--- config.mk ---
export PLATFORM = sky130hd
export DESIGN_NAME = pli_led_mux
export DESIGN_NICKNAME = d
export VERILOG_FILES = /design/src/rtl/pli_pkg.sv /design/src/rtl/pli_blink_if.sv /design/src/rtl/pli_led_mux.sv /design/src/rtl/pli_blink.sv
export VERILOG_INCLUDE_DIRS = /design/src /design/src/rtl
export SDC_FILE = /design/constraint.sdc
export NUM_CORES = 1
export LEC_CHECK = 0
export BUFFER_PORTS_ARGS = -buffer_cell sky130_fd_sc_hd__buf_2
export CAP_MARGIN = 5
export CORE_AREA = 2 2 72 142
export DETAILED_ROUTE_END_ITERATION = 8
export DIE_AREA = 0 0 74 144
export PLACE_DENSITY = 0.65
export REMOVE_ABC_BUFFERS = 1
export SYNTH_ARGS = -nofsm -noshare
export SYNTH_HDL_FRONTEND = slang
export SYNTH_HIERARCHICAL = 1
export SYNTH_SLANG_ARGS = --single-unit
--- constraint.sdc ---
create_clock -name clk_i -period 1.7 [get_ports clk_i]
set_clock_uncertainty 0.15 [all_clocks]
set_input_delay 0.085 -clock clk_i [delete_from_list [all_inputs] [get_ports clk_i]]
set_output_delay 0.085 -clock clk_i [all_outputs]
set_load 0.02 [all_outputs]
--- src/rtl/pli_regs.svh ---
// Constants for the port LED indicator mux
`ifndef PLI_REGS_SVH
`define PLI_REGS_SVH
`define PLI_NPORT 9
`define PLI_MODE_W 4
`define PLI_CODE_SPEED 4'h0
`define PLI_CODE_LINKACT 4'h1
`define PLI_CODE_COLL 4'h2
`define PLI_CODE_DUPLEX 4'h3
`define PLI_SLOW_BIT 23
`define PLI_FAST_BIT 21
`define PLI_CNT_W 24
`define PLI_DARK 1'b1
`endif

--- src/rtl/pli_pkg.sv ---
// Types shared by the port LED indicator mux
package pli_pkg;
  typedef enum {
    PLI_MODE_SPEED,
    PLI_MODE_LINKACT,
    PLI_MODE_COLL,
    PLI_MODE_DUPLEX,
    PLI_MODE_RSVD
  } pli_led_mode_t;
endpackage : pli_pkg

--- src/rtl/pli_blink_if.sv ---
// Blink phase signals from the blink generator to the mux
interface pli_blink_if;
  logic slow;
  logic fast;
  modport gen (output slow, output fast);
  modport use_ (input slow, input fast);
endinterface : pli_blink_if

--- src/rtl/pli_led_mux.sv ---
// Per-port LED indicator mux for a nine-port switch
// Function
// - Mode 0 first LED shows 100 speed.
// - Mode 1 first LED: link, speed-rate activity blink.
// - Mode 2 first LED shows collision.
// - Mode 3 first LED shows 100 speed.
// - Mode 1 second LED shows full duplex.
// - Mode 1 third LED lit while transmitting.
// - Mode 2 third LED: 10 Mb activity only.
// - Mode 3 third LED: duplex, collision blink.
// - Mode 0 fourth LED: link solid, traffic blinks.
// - Mode 1 fourth LED lit while receiving.
// - Mode 2 fourth LED: 100 Mb activity only.
// - Mode 3 fourth LED same as mode 0.
// - Strap sampled on first edge after reset, outputs driven after.
// - Codes 0000, 0001 decode modes 0, 1.
// - Codes 0010, 0011 modes 2, 3; others reserved.
`include "pli_regs.svh"
module pli_led_mux #(
  parameter int NPORT = `PLI_NPORT,
  parameter int CNT_W = `PLI_CNT_W,
  parameter int SLOW_BIT = `PLI_SLOW_BIT,
  parameter int FAST_BIT = `PLI_FAST_BIT
) (
  // Clock and reset
  input wire logic clk_i,
  input wire logic nrst_i,
  // Mode strap
  input wire logic [`PLI_MODE_W-1:0] led_mode_strap_i,
  // Per-port status
  input wire logic [NPORT-1:0] link_up_i,
  input wire logic [NPORT-1:0] speed_100_i,
  input wire logic [NPORT-1:0] full_duplex_i,
  input wire logic [NPORT-1:0] collision_i,
  input wire logic [NPORT-1:0] tx_active_i,
  input wire logic [NPORT-1:0] rx_active_i,
  // Active-low indicators
  output logic [NPORT-1:0] port_indicator_0_o,
  output logic [NPORT-1:0] port_indicator_1_o,
  output logic [NPORT-1:0] port_indicator_2_o,
  output logic [NPORT-1:0] port_indicator_3_o
);
  typedef struct packed {
    logic cap;
    logic cap_seen;
    logic [`PLI_MODE_W-1:0] code;
    logic [NPORT-1:0] ind0;
    logic [NPORT-1:0] ind1;
    logic [NPORT-1:0] ind2;
    logic [NPORT-1:0] ind3;
  } pli_mux_st_t;

  pli_mux_st_t st_r;
  pli_mux_st_t st_nxt;
  pli_pkg::pli_led_mode_t mode;
  pli_blink_if blink_if ();

  initial begin
    if (NPORT < 1)
      $error("pli_led_mux: NPORT must be at least one");
  end

  ////////////////////////////////////////////////////////////////////////
  // Blink phase source shared by all ports
  pli_blink #(
    .CNT_W(CNT_W),
    .SLOW_BIT(SLOW_BIT),
    .FAST_BIT(FAST_BIT)
  ) u_blink (
    .clk_i(clk_i),
    .nrst_i(nrst_i),
    .blink(blink_if)
  );

  ////////////////////////////////////////////////////////////////////////
  // Strap code to LED mode
  function automatic pli_pkg::pli_led_mode_t decode_mode(
    input logic [`PLI_MODE_W-1:0] code);
    pli_pkg::pli_led_mode_t m;
    case (code)
      `PLI_CODE_SPEED: m = pli_pkg::PLI_MODE_SPEED;
      `PLI_CODE_LINKACT: m = pli_pkg::PLI_MODE_LINKACT;
      `PLI_CODE_COLL: m = pli_pkg::PLI_MODE_COLL;
      `PLI_CODE_DUPLEX: m = pli_pkg::PLI_MODE_DUPLEX;
      default: m = pli_pkg::PLI_MODE_RSVD;
    endcase
    return m;
  endfunction : decode_mode

  // Link plus activity: solid when idle, blinks with traffic
  function automatic logic link_act(input logic link, input logic act,
                                    input logic phase);
    return link & (~act | phase);
  endfunction : link_act

  assign mode = decode_mode(st_r.code);

  ////////////////////////////////////////////////////////////////////////
  // Next state: capture strap once, then map status per mode
  always_comb begin
    logic [NPORT-1:0] lit0;
    logic [NPORT-1:0] lit1;
    logic [NPORT-1:0] lit2;
    logic [NPORT-1:0] lit3;
    logic act;
    logic rate;
    lit0 = '0;
    lit1 = '0;
    lit2 = '0;
    lit3 = '0;
    act = 1'b0;
    rate = 1'b0;
    st_nxt = st_r;
    // Capture flag one cycle late, gates the checks below
    st_nxt.cap_seen = st_r.cap;
    // strap caught on first edge after release
    if (!st_r.cap) begin
      st_nxt.cap = 1'b1;
      st_nxt.code = led_mode_strap_i;
    end
    for (int i = 0; i < NPORT; i++) begin
      act = tx_active_i[i] | rx_active_i[i];
      rate = speed_100_i[i] ? blink_if.fast : blink_if.slow;
      case (mode)
        pli_pkg::PLI_MODE_SPEED: begin
          lit0[i] = speed_100_i[i];
          lit1[i] = full_duplex_i[i];
          lit2[i] = collision_i[i];
          lit3[i] = link_act(link_up_i[i], act, blink_if.slow);
        end
        pli_pkg::PLI_MODE_LINKACT: begin
          lit0[i] = link_act(link_up_i[i], act, rate);
          lit1[i] = full_duplex_i[i];
          lit2[i] = tx_active_i[i];
          lit3[i] = rx_active_i[i];
        end
        pli_pkg::PLI_MODE_COLL: begin
          lit0[i] = collision_i[i];
          lit1[i] = full_duplex_i[i];
          lit2[i] = ~speed_100_i[i] & link_act(link_up_i[i], act, blink_if.slow);
          lit3[i] = speed_100_i[i] & link_act(link_up_i[i], act, blink_if.fast);
        end
        pli_pkg::PLI_MODE_DUPLEX: begin
          lit0[i] = speed_100_i[i];
          lit1[i] = full_duplex_i[i];
          lit2[i] = full_duplex_i[i] | (collision_i[i] & blink_if.fast);
          lit3[i] = link_act(link_up_i[i], act, blink_if.slow);
        end
        default: begin
          // Factory codes: keep every LED dark
          lit0[i] = 1'b0;
        end
      endcase
    end
    st_nxt.ind0 = st_r.cap ? ~lit0 : {NPORT{`PLI_DARK}};
    st_nxt.ind1 = st_r.cap ? ~lit1 : {NPORT{`PLI_DARK}};
    st_nxt.ind2 = st_r.cap ? ~lit2 : {NPORT{`PLI_DARK}};
    st_nxt.ind3 = st_r.cap ? ~lit3 : {NPORT{`PLI_DARK}};
  end

  // State register; LEDs dark in reset
  always_ff @(posedge clk_i or negedge nrst_i) begin
    if (!nrst_i) begin
      st_r.cap <= 1'b0;
      st_r.cap_seen <= 1'b0;
      st_r.code <= `PLI_CODE_SPEED;
      st_r.ind0 <= {NPORT{`PLI_DARK}};
      st_r.ind1 <= {NPORT{`PLI_DARK}};
      st_r.ind2 <= {NPORT{`PLI_DARK}};
      st_r.ind3 <= {NPORT{`PLI_DARK}};
    end else begin
      st_r <= st_nxt;
    end
  end

  // Indicators straight from flops
  assign port_indicator_0_o = st_r.ind0;
  assign port_indicator_1_o = st_r.ind1;
  assign port_indicator_2_o = st_r.ind2;
  assign port_indicator_3_o = st_r.ind3;

  logic run;
  assign run = st_r.cap & st_r.cap_seen;
endmodule : pli_led_mux

--- src/rtl/pli_blink.sv ---
// Free-running blink phase generator
`include "pli_regs.svh"
module pli_blink #(
  parameter int CNT_W = `PLI_CNT_W,
  parameter int SLOW_BIT = `PLI_SLOW_BIT,
  parameter int FAST_BIT = `PLI_FAST_BIT
) (
  // Clock and reset
  input wire logic clk_i,
  input wire logic nrst_i,
  // Blink phases
  pli_blink_if.gen blink
);
  typedef struct packed {
    logic [CNT_W-1:0] cnt;
  } pli_blink_st_t;

  pli_blink_st_t st_r;
  pli_blink_st_t st_nxt;

  // Fast phase must toggle faster than slow phase
  initial begin
    if (!(FAST_BIT < SLOW_BIT && SLOW_BIT < CNT_W && FAST_BIT >= 0))
      $error("pli_blink: bad blink bit positions");
  end

  ////////////////////////////////////////////////////////////////////////
  // Next state
  always_comb begin
    st_nxt = st_r;
    st_nxt.cnt = st_r.cnt + {{(CNT_W-1){1'b0}}, 1'b1};
  end

  // State register
  always_ff @(posedge clk_i or negedge nrst_i) begin
    if (!nrst_i) begin
      st_r <= '0;
    end else begin
      st_r <= st_nxt;
    end
  end

  // Phases straight from counter flops
  assign blink.slow = st_r.cnt[SLOW_BIT];
  assign blink.fast = st_r.cnt[FAST_BIT];
endmodule : pli_blink

==> results of run 1 <==
==> layer usage <==
metal / wire [um] / up-vias / track usage [%]
li1: - / 1484 / -
met1: 3830 / 1579 / 21.1
met2: 5630 / 106 / 35.2
met3: 430 / 31 / 4.67
met4: 424 / 0 / 11.3
met5: 0 / - / 0
==> state kept, by name (all words and copies together) (netlist names) <==
| register | count |
|---|---|
| st_r | 4 |
| port_indicator_0_o | 9 |
| port_indicator_1_o | 9 |
| port_indicator_3_o | 9 |
| st_nxt | 1 |
| u_blink/st_r | 24 |
| port_indicator_2_o | 9 |
==> cells by family after synthesis <==
group / synth area share [%]
adder cells (fa/ha/maj): 0.335
flip-flops: 44.8
buffers and inverters: 11.5
AO/OA/AOI/OAI: 19.5
other: 0.101
AND/OR/NAND/NOR: 9.79
XOR/XNOR: 5.16
multiplexers: 8.75
==> where the power goes <==
group | switching [mW] | internal (mW)
Combinational | 0.312 | 0.298
Clock | 0.634 | 1.28
Sequential | 0.0335 | 1.61
==> area by class of cell <==
class | instances | share of cell area (%)
clock buffer | 13 | 4.75
clock inverter | 3 | 1.29
inverter | 10 | 0.741
multi-input combinational | 209 | 32.7
sequential | 65 | 33.1
tap | 132 | 3.26
timing repair buffer | 171 | 24.2
==> worst paths after layout <==
path / start / cells after the start / endpoint / slack, ps
min reg2reg: u_blink/st_r[18] / 1 / u_blink/st_r[18] / 320
max: st_r[36] / 3 / port_indicator_3_o[4] / 60
min in group asynchronous: nrst_i / 3 / u_blink/st_r[5] / 170
max in group asynchronous: nrst_i / 3 / port_indicator_3_o[7] / 920
max reg2reg: st_r[36] / 3 / port_indicator_3_o[4] / 60
min: tx_active_i[2] / 4 / port_indicator_2_o[2] / 30
==> placed cells by master (no fill, tap or decap), types with 12 or more instances in the layout <==
cell           count
dfstp_2           36
xnor2_1           18
dlygate4sd3_1     57
dfrtp_1           27
buf_2             95
o2111a_1          19
nor2_1            12
o21ai_0           16
nand2_1           16
mux2_2            13
mux2i_1           18
buf_4             16
==> metrics by stage <==
stage,hold WS (ps),std cells
floorplan,-361,284
global placement,-26.1,529
detailed placement,-17.9,529
CTS,14.0,602
global route,49.6,603
finish,31.3,603
==> critical path, stage by stage, from the launching register on <==
cell and delay (ps):
dfrtp_1 440, buf_12 190, and3_2 260, a222oi_1 460
==> repair_timing <==
| item | CTS | global route |
|---|---|---|
| hold buffers | 57 | 0 |
| setup buffers | 0 | 1 |
| gates resized for setup | 1 | 7 |
| pin swaps | 0 | 1 |
| endpoints found under the setup margin | 3 | 13 |
| cloned | 0 | 0 |
| endpoints found under the hold margin | 105 | 0 |
==> impl_metrics.yaml, run 1 <==
outcome:
  outcome: "completed"
logic_synthesis:
  netlist_instances: 341
  async_flop_share_pct: 100
  synth_top_cell_area_share_pct: 25.4
  synth-edff-count: 0
  ys_types: 40
  yosys.area.top_type: "dfstp_2"
  ys_top_cells_by_count: "buf_4 (38), dfstp_2 (36), dfrtp_1 (29)"
  ys.flop_type: "dfstp_2"
  ys_ff_latch: 65
  synthTopCellsByArea: "dfstp_2 (25%), dfrtp_1 (19%), buf_4 (7.6%), o2111a_1 (5.7%), mux2i_1 (4.8%)"
  netlist_area_sq_mm: 0.00373
  ys_seq_area_share_pct: 44.8
  avgSynthCellArea_sq_um: 10.9
  synth_most_common_cell: "buf_4"
  yosysWarnings: 6
floorplan:
  die_x_um: 74
  initial_utilization_pct: 38.7
  die_h_um: 144
  io_pins: 96
  core_sq_mm: 0.00964
  row_count: 51
  dieArea_sq_mm: 0.0107
worst_setup_path:
  start_kind: "register"
  cp_max_fo: 20
  critical_path_class: "register to register"
  arrival_ps: 1690
  end_kind: "register"
  cp.required_ps: 1750
clock_network:
  h-tree-depth: 3
  worstSkewPairLatency_ps: 330
  numCtsBuffers: 9
  cts_tree: "done"
  clk_pin_slew_worst_paths_ps: 50
  root_buffer: "clkbuf_16"
  clk_path_buf_depth: 2
  cts_sinks: 65
cells_and_area:
  stdcell_area_sq_mm: 0.00506
  final_util_pct: 52.5
  seq_area_sq_mm: 0.00167
  multi_input_area_sq_mm: 0.00165
  drive_gt1_share_pct: 40.3
  syn_to_final_growth_pct: 35.7
  fill_cells: 829
  nets: 527
  n_antenna_cell: 0
timing:
  finalWorstSetupSlack_ps: 56.5
  finalCriticalPeriod_ps: 1640
  hold_viol_final: 0
  fmax_ghz: 0.608
  period_share_pct: 96.7
  drv_slew: 0
  fin_setup_tns_ps: 0
  setup_viol: 0
routing:
  ant_nets: 0
  drt_iter0_drc: 215
  first_pass_iters: 4
  routed_wire_length_per_instance_um: 17.1
  vias: 3200
  wl_mm: 10.3
  drc_errors: 0
  vias_per_cell: 5.31
grt:
  gr-total-overflow: 0
  first_global_vias: 3369
  grtUsageTotal_pct: 20.0
  antenna_found_initial: 0
  grt_max_degree: 66
  grt_pass1_wl_mm: 16.0
place:
  place_ws_ps: -15.0
  place.gp.congestion: 0.855
  portBuffers: 95
  placed_area_sq_mm: 0.00416
  hpwl_mm: 6.90
worst_hold_path:
  hp-class: "primary input to register"
power:
  p_total_mw: 4.17
  leakage_nw: 2.35
  power_per_cell_area_mw_per_mm2: 823
  ir_worst_vdd_mv: 0.943
flow_run:
  cap_violations: 0
(Power assumes the default switching activity.)
==> inputs of run 2 (changes only) <==
==> constraint.sdc (replaced) <==
create_clock -name clk_i -period 1.7 [get_ports clk_i]
set_clock_uncertainty 0.15 [all_clocks]
set_input_delay 0.255 -clock clk_i [delete_from_list [all_inputs] [get_ports clk_i]]
set_output_delay 0.255 -clock clk_i [all_outputs]
set_load 0.02 [all_outputs]
==> run 2 against run 1 <==
  * Sequential cell count did not move
  * Clock power barely moved
  * Sequential power barely moved
  * Critical endpoint is now u_blink/st_r[20]
  * Combinational power fell by 13%
==> impl_metrics.yaml, run 2 (synthesis gave the netlist of run 1 again) <==
floorplan:
  die_x_um: 74
  die_h_um: 144
  initial_utilization_pct: 38.7
  core_sq_mm: 0.00964
  io_pins: 96
  row_count: 51
  dieArea_sq_mm: 0.0107
routing:
  wl_mm: 9.59
  ant_nets: 0
  vias: 3019
  vias_per_cell: 5.32
  drt_iter0_drc: 161
  drc_errors: 0
  first_pass_iters: 4
  routed_wire_length_per_instance_um: 16.9
worst_setup_path:
  start_kind: "register"
  path_buf_inv: 0
  cp_max_fo: 7
  r2r_slack_ps: 90
  end_kind: "register"
  r2r-start: "u_blink/st_r[0]"
  reg2regPathDepth: 5
  critical_path_class: "register to register"
  cp.required_ps: 1770
  arrival_ps: 1670
  slowest_delay_ps: 390
  r2r_end: "u_blink/st_r[20]"
  cp_cell_sequence: "ha_2, and4_4, and2b_4, nand4_1, xnor2_1"
  cp_top_family: "simple AND/OR/NAND/NOR gates"
  critical_path.slowest_cell: "dfrtp_1"
cells_and_area:
  layout_common_cells: "buf_2 (95), dfstp_2 (36), dfrtp_1 (27)"
  largest_register: "u_blink/st_r"
  drive_gt1_share_pct: 45.1
  largest_reg_flops: 24
  final_util_pct: 49.0
  layout_commonest_cell: "buf_2"
  syn_to_final_growth_pct: 26.6
  n_antenna_cell: 0
  nets: 491
  fill_cells: 885
clock_network:
  worstSkewPairLatency_ps: 330
  cts_tree: "done"
  numCtsBuffers: 9
  clk_pin_slew_worst_paths_ps: 50
  clk_path_buf_depth: 2
  root_buffer: "clkbuf_16"
  cts_sinks: 65
  h-tree-depth: 3
timing:
  hold_slack_ps: 10.2
  finalCriticalPeriod_ps: 1610
  fmax_ghz: 0.622
  drv_slew: 0
  setup_viol: 0
  period_share_pct: 94.5
  hold_viol_final: 0
  fin_setup_tns_ps: 0
worst_hold_path:
  hp-class: "primary input to register"
  hold_end: "st_r[36]"
  min-delay-start: "led_mode_strap_i[0]"
  hold_depth: 2
grt:
  grtUsageTotal_pct: 18.3
  grt_max_degree: 66
  grt_pass1_wl_mm: 14.7
  first_global_vias: 3047
  gr-total-overflow: 0
  antenna_found_initial: 0
place:
  hpwl_mm: 6.79
  place.gp.congestion: 0.843
  portBuffers: 95
power:
  ir_worst_vdd_mv: 0.467
  leakage_nw: 2.21
  power_per_cell_area_mw_per_mm2: 872
  p_total_mw: 4.12
flow_run:
  cap_violations: 0
outcome:
  outcome: "completed"
[run 2: what timing repair did]
item | 4_1_cts | 5_1_grt
hold buffers | 19 | 0
setup buffers | 0 | 2
pin swaps | 0 | 2
resized for setup | 1 | 7
endpoints found under the setup margin | 1 | 10
endpoints found under the hold margin | 47 | 0
[run 2: layout make-up]
class | instances | area, sq um | area share (%)
flip-flops and latches | 65 | 1670 | 35.4
repair buffers | 135 | 873 | 18.5
clock buffers | 14 | 284 | 6.01
clock inverters | 2 | 35.0 | 0.742
multi-input cells | 209 | 1660 | 35.0
well taps | 132 | 165 | 3.50
inverters | 10 | 37.5 | 0.794
[run 2: how the worst max path moves through the flow]
stage / startpoint / end / slack (ps) / depth (start not counted)
6_report: u_blink/st_r[0] / u_blink/st_r[20] / 90 / 5
5_1_grt: u_blink/st_r[0] / u_blink/st_r[18] / -10 / 5
4_1_cts: st_r[38] / port_indicator_3_o[7] / 50 / 4
3_5_place_dp: st_r[37] / port_indicator_3_o[7] / 2 / 3
3_3_place_gp: st_r[39] / port_indicator_3_o[7] / 70 / 3
2_1_floorplan: st_r[36] / port_indicator_3_o[7] / -760 / 3
[run 2: layer usage]
metal / wire (um) / global-route usage, % / vias to the layer above
met5: 0 / 0 / -
met4: 250 / 9.67 / 0
met3: 438 / 4.60 / 17
met2: 5230 / 31.9 / 84
met1: 3680 / 19.9 / 1514
li1: - / - / 1404
[run 2: through the flow]
step | instances | worst slack [ps] | area, sq um
after floorplan | 284 | -763 | 3340
after global placement | 530 | 67.1 | 4170
after detailed placement | 530 | 1.85 | 4170
after CTS | 565 | 53.0 | 4680
after global routing | 567 | -13.7 | 4720
final | 567 | 93.3 | 4720
[run 2: power by group]
group	internal, mW	switching, mW	total (mW)
sequential	1.61	0.0339	1.64
clock	1.29	0.655	1.95
combinational	0.239	0.294	0.532
==> inputs of run 3 (changes only) <==
CORE_AREA = 2 2 77 152   (was 2 2 72 142)
DIE_AREA = 0 0 79 154   (was 0 0 74 144)
PLACE_DENSITY = 0.58   (was 0.65)
==> run 3 against run 2 <==
  * Sequential cell count unchanged
  * Global-route usage is 1.2 points lower
  * Clock power shrank 13%
  * Via count down 0.13%
  * Hold slack better by 2.3 ps
  * Combinational power up 3%
  * Critical path depth unchanged
  * Count of clock-buffer cells in the layout is 4 lower
  * First-iteration DRC count increased by 86%
  * Critical path type unchanged
==> impl_metrics.yaml, run 3 (synthesis gave the netlist of run 1 again) <==
outcome:
  outcome: "completed"
power:
  ir_worst_vdd_mv: 0.581
  power_per_cell_area_mw_per_mm2: 831
  p_total_mw: 3.88
  leakage_nw: 2.20
grt:
  first_global_vias: 3257
  grtUsageTotal_pct: 17.1
  grt_max_degree: 66
  antenna_found_initial: 0
  gr-total-overflow: 0
  grt_pass1_wl_mm: 16.1
cells_and_area:
  layout_commonest_cell: "buf_2"
  layout_common_cells: "buf_2 (95), dfstp_2 (36), dfrtp_1 (28)"
  stdcell_area_sq_mm: 0.00467
  largest_reg_flops: 24
  nets: 492
  fill_cells: 1098
  syn_to_final_growth_pct: 25.2
  n_antenna_cell: 0
  largest_register: "u_blink/st_r"
  instances_no_fill: 576
  drive_gt1_share_pct: 45.0
  final_util_pct: 42.7
timing:
  fmax_ghz: 0.611
  hold_slack_ps: 12.6
  fin_setup_tns_ps: 0
  hold_viol_final: 0
  period_share_pct: 96.2
  finalCriticalPeriod_ps: 1640
  drv_slew: 0
  rsz0062_at_grt: "false"
  setup_viol: 0
  finalWorstSetupSlack_ps: 64.5
routing:
  ant_nets: 0
  drc_errors: 0
  drt_iter0_drc: 299
  wl_mm: 10.1
  vias: 3015
  first_pass_iters: 6
  vias_per_cell: 5.23
  routed_wire_length_per_instance_um: 17.6
worst_setup_path:
  cp_max_fo: 7
  r2r_slack_ps: 60
  r2r-start: "u_blink/st_r[0]"
  critical_path.slowest_cell: "dfrtp_1"
  cp.required_ps: 1760
  critical_path_class: "register to register"
  cp_cell_sequence: "ha_1, and4_1, and2b_4, nand4_1, xnor2_1"
  reg2regPathDepth: 5
  end_kind: "register"
  slowest_delay_ps: 390
  arrival_ps: 1700
  start_kind: "register"
  r2r_end: "u_blink/st_r[18]"
floorplan:
  core_sq_mm: 0.0109
  die_x_um: 79
  die_h_um: 154
  dieArea_sq_mm: 0.0122
  initial_utilization_pct: 34.1
  io_pins: 96
  row_count: 54
clock_network:
  cts_sinks: 65
  h-tree-depth: 3
  clk_path_buf_depth: 2
  clk_pin_slew_worst_paths_ps: 50
  numCtsBuffers: 9
  cts_tree: "done"
  worstSkewPairLatency_ps: 330
  root_buffer: "clkbuf_16"
worst_hold_path:
  hold_end: "st_r[36]"
  hp-class: "primary input to register"
  min-delay-start: "led_mode_strap_i[0]"
  hold_depth: 2
place:
  place.gp.congestion: 0.833
  place_ws_ps: 48.3
  portBuffers: 95
  placed_area_sq_mm: 0.00419
  numPlacedInstances: 541
  hpwl_mm: 7.28
flow_run:
  cap_violations: 0
## run 3: cell count changes in the layout (fill, tap and decap cells not counted), sizes merged
cell,change
clkbuf,-4
bufinv,-1
buf,+1
clkinv,+5
## run 3: layout make-up
cell class | instances | area [sq um] | share of cell area, %
inverters | 10 | 37.5 | 0.804
multi-input cells | 209 | 1660 | 35.5
flip-flops and latches | 65 | 1670 | 35.8
repair buffers | 136 | 856 | 18.3
clock inverters | 6 | 33.8 | 0.723
well taps | 140 | 175 | 3.75
clock buffers | 10 | 239 | 5.12
## run 3: report_power, final
group          internal (mW)  switching (mW)
Clock                   1.01           0.678
Combinational          0.247           0.300
Sequential              1.61          0.0327
## run 3: worst max-delay path, delay by kind of cell (launching register included)
kind / cells / cell delay, ps
adders and majority gates: 1 / 230
and+or+nand+nor: 3 / 610
xor gates and xnor gates: 1 / 140
DFF: 1 / 390
## run 3: worst max path at each step
stage | from | to | slack (ps) | cells past startpoint
2_1_floorplan | st_r[36] | port_indicator_3_o[7] | -760 | 3
3_3_place_gp | st_r[37] | port_indicator_2_o[2] | 60 | 4
3_5_place_dp | st_r[37] | port_indicator_3_o[7] | 50 | 3
4_1_cts | st_r[37] | port_indicator_3_o[7] | 40 | 3
5_1_grt | u_blink/st_r[0] | u_blink/st_r[18] | 3 | 5
6_report | u_blink/st_r[0] | u_blink/st_r[18] | 60 | 5
## run 3: timing repair
| action | in CTS | in global routing |
|---|---|---|
| endpoints found under the setup margin | 0 | 16 |
| gates resized for setup | 0 | 6 |
| hold buffers | 19 | 0 |
| buffers inserted | 0 | 0 |
| hold endpoints to repair | 47 | 0 |
## run 3: layer usage
layer	share of wire, %	track usage (%)	vias up
met5	0	0	-
met4	3.0	7.22	0
met3	4.9	3.93	20
met2	54	31.4	94
met1	38	18.2	1491
li1	-	-	1410
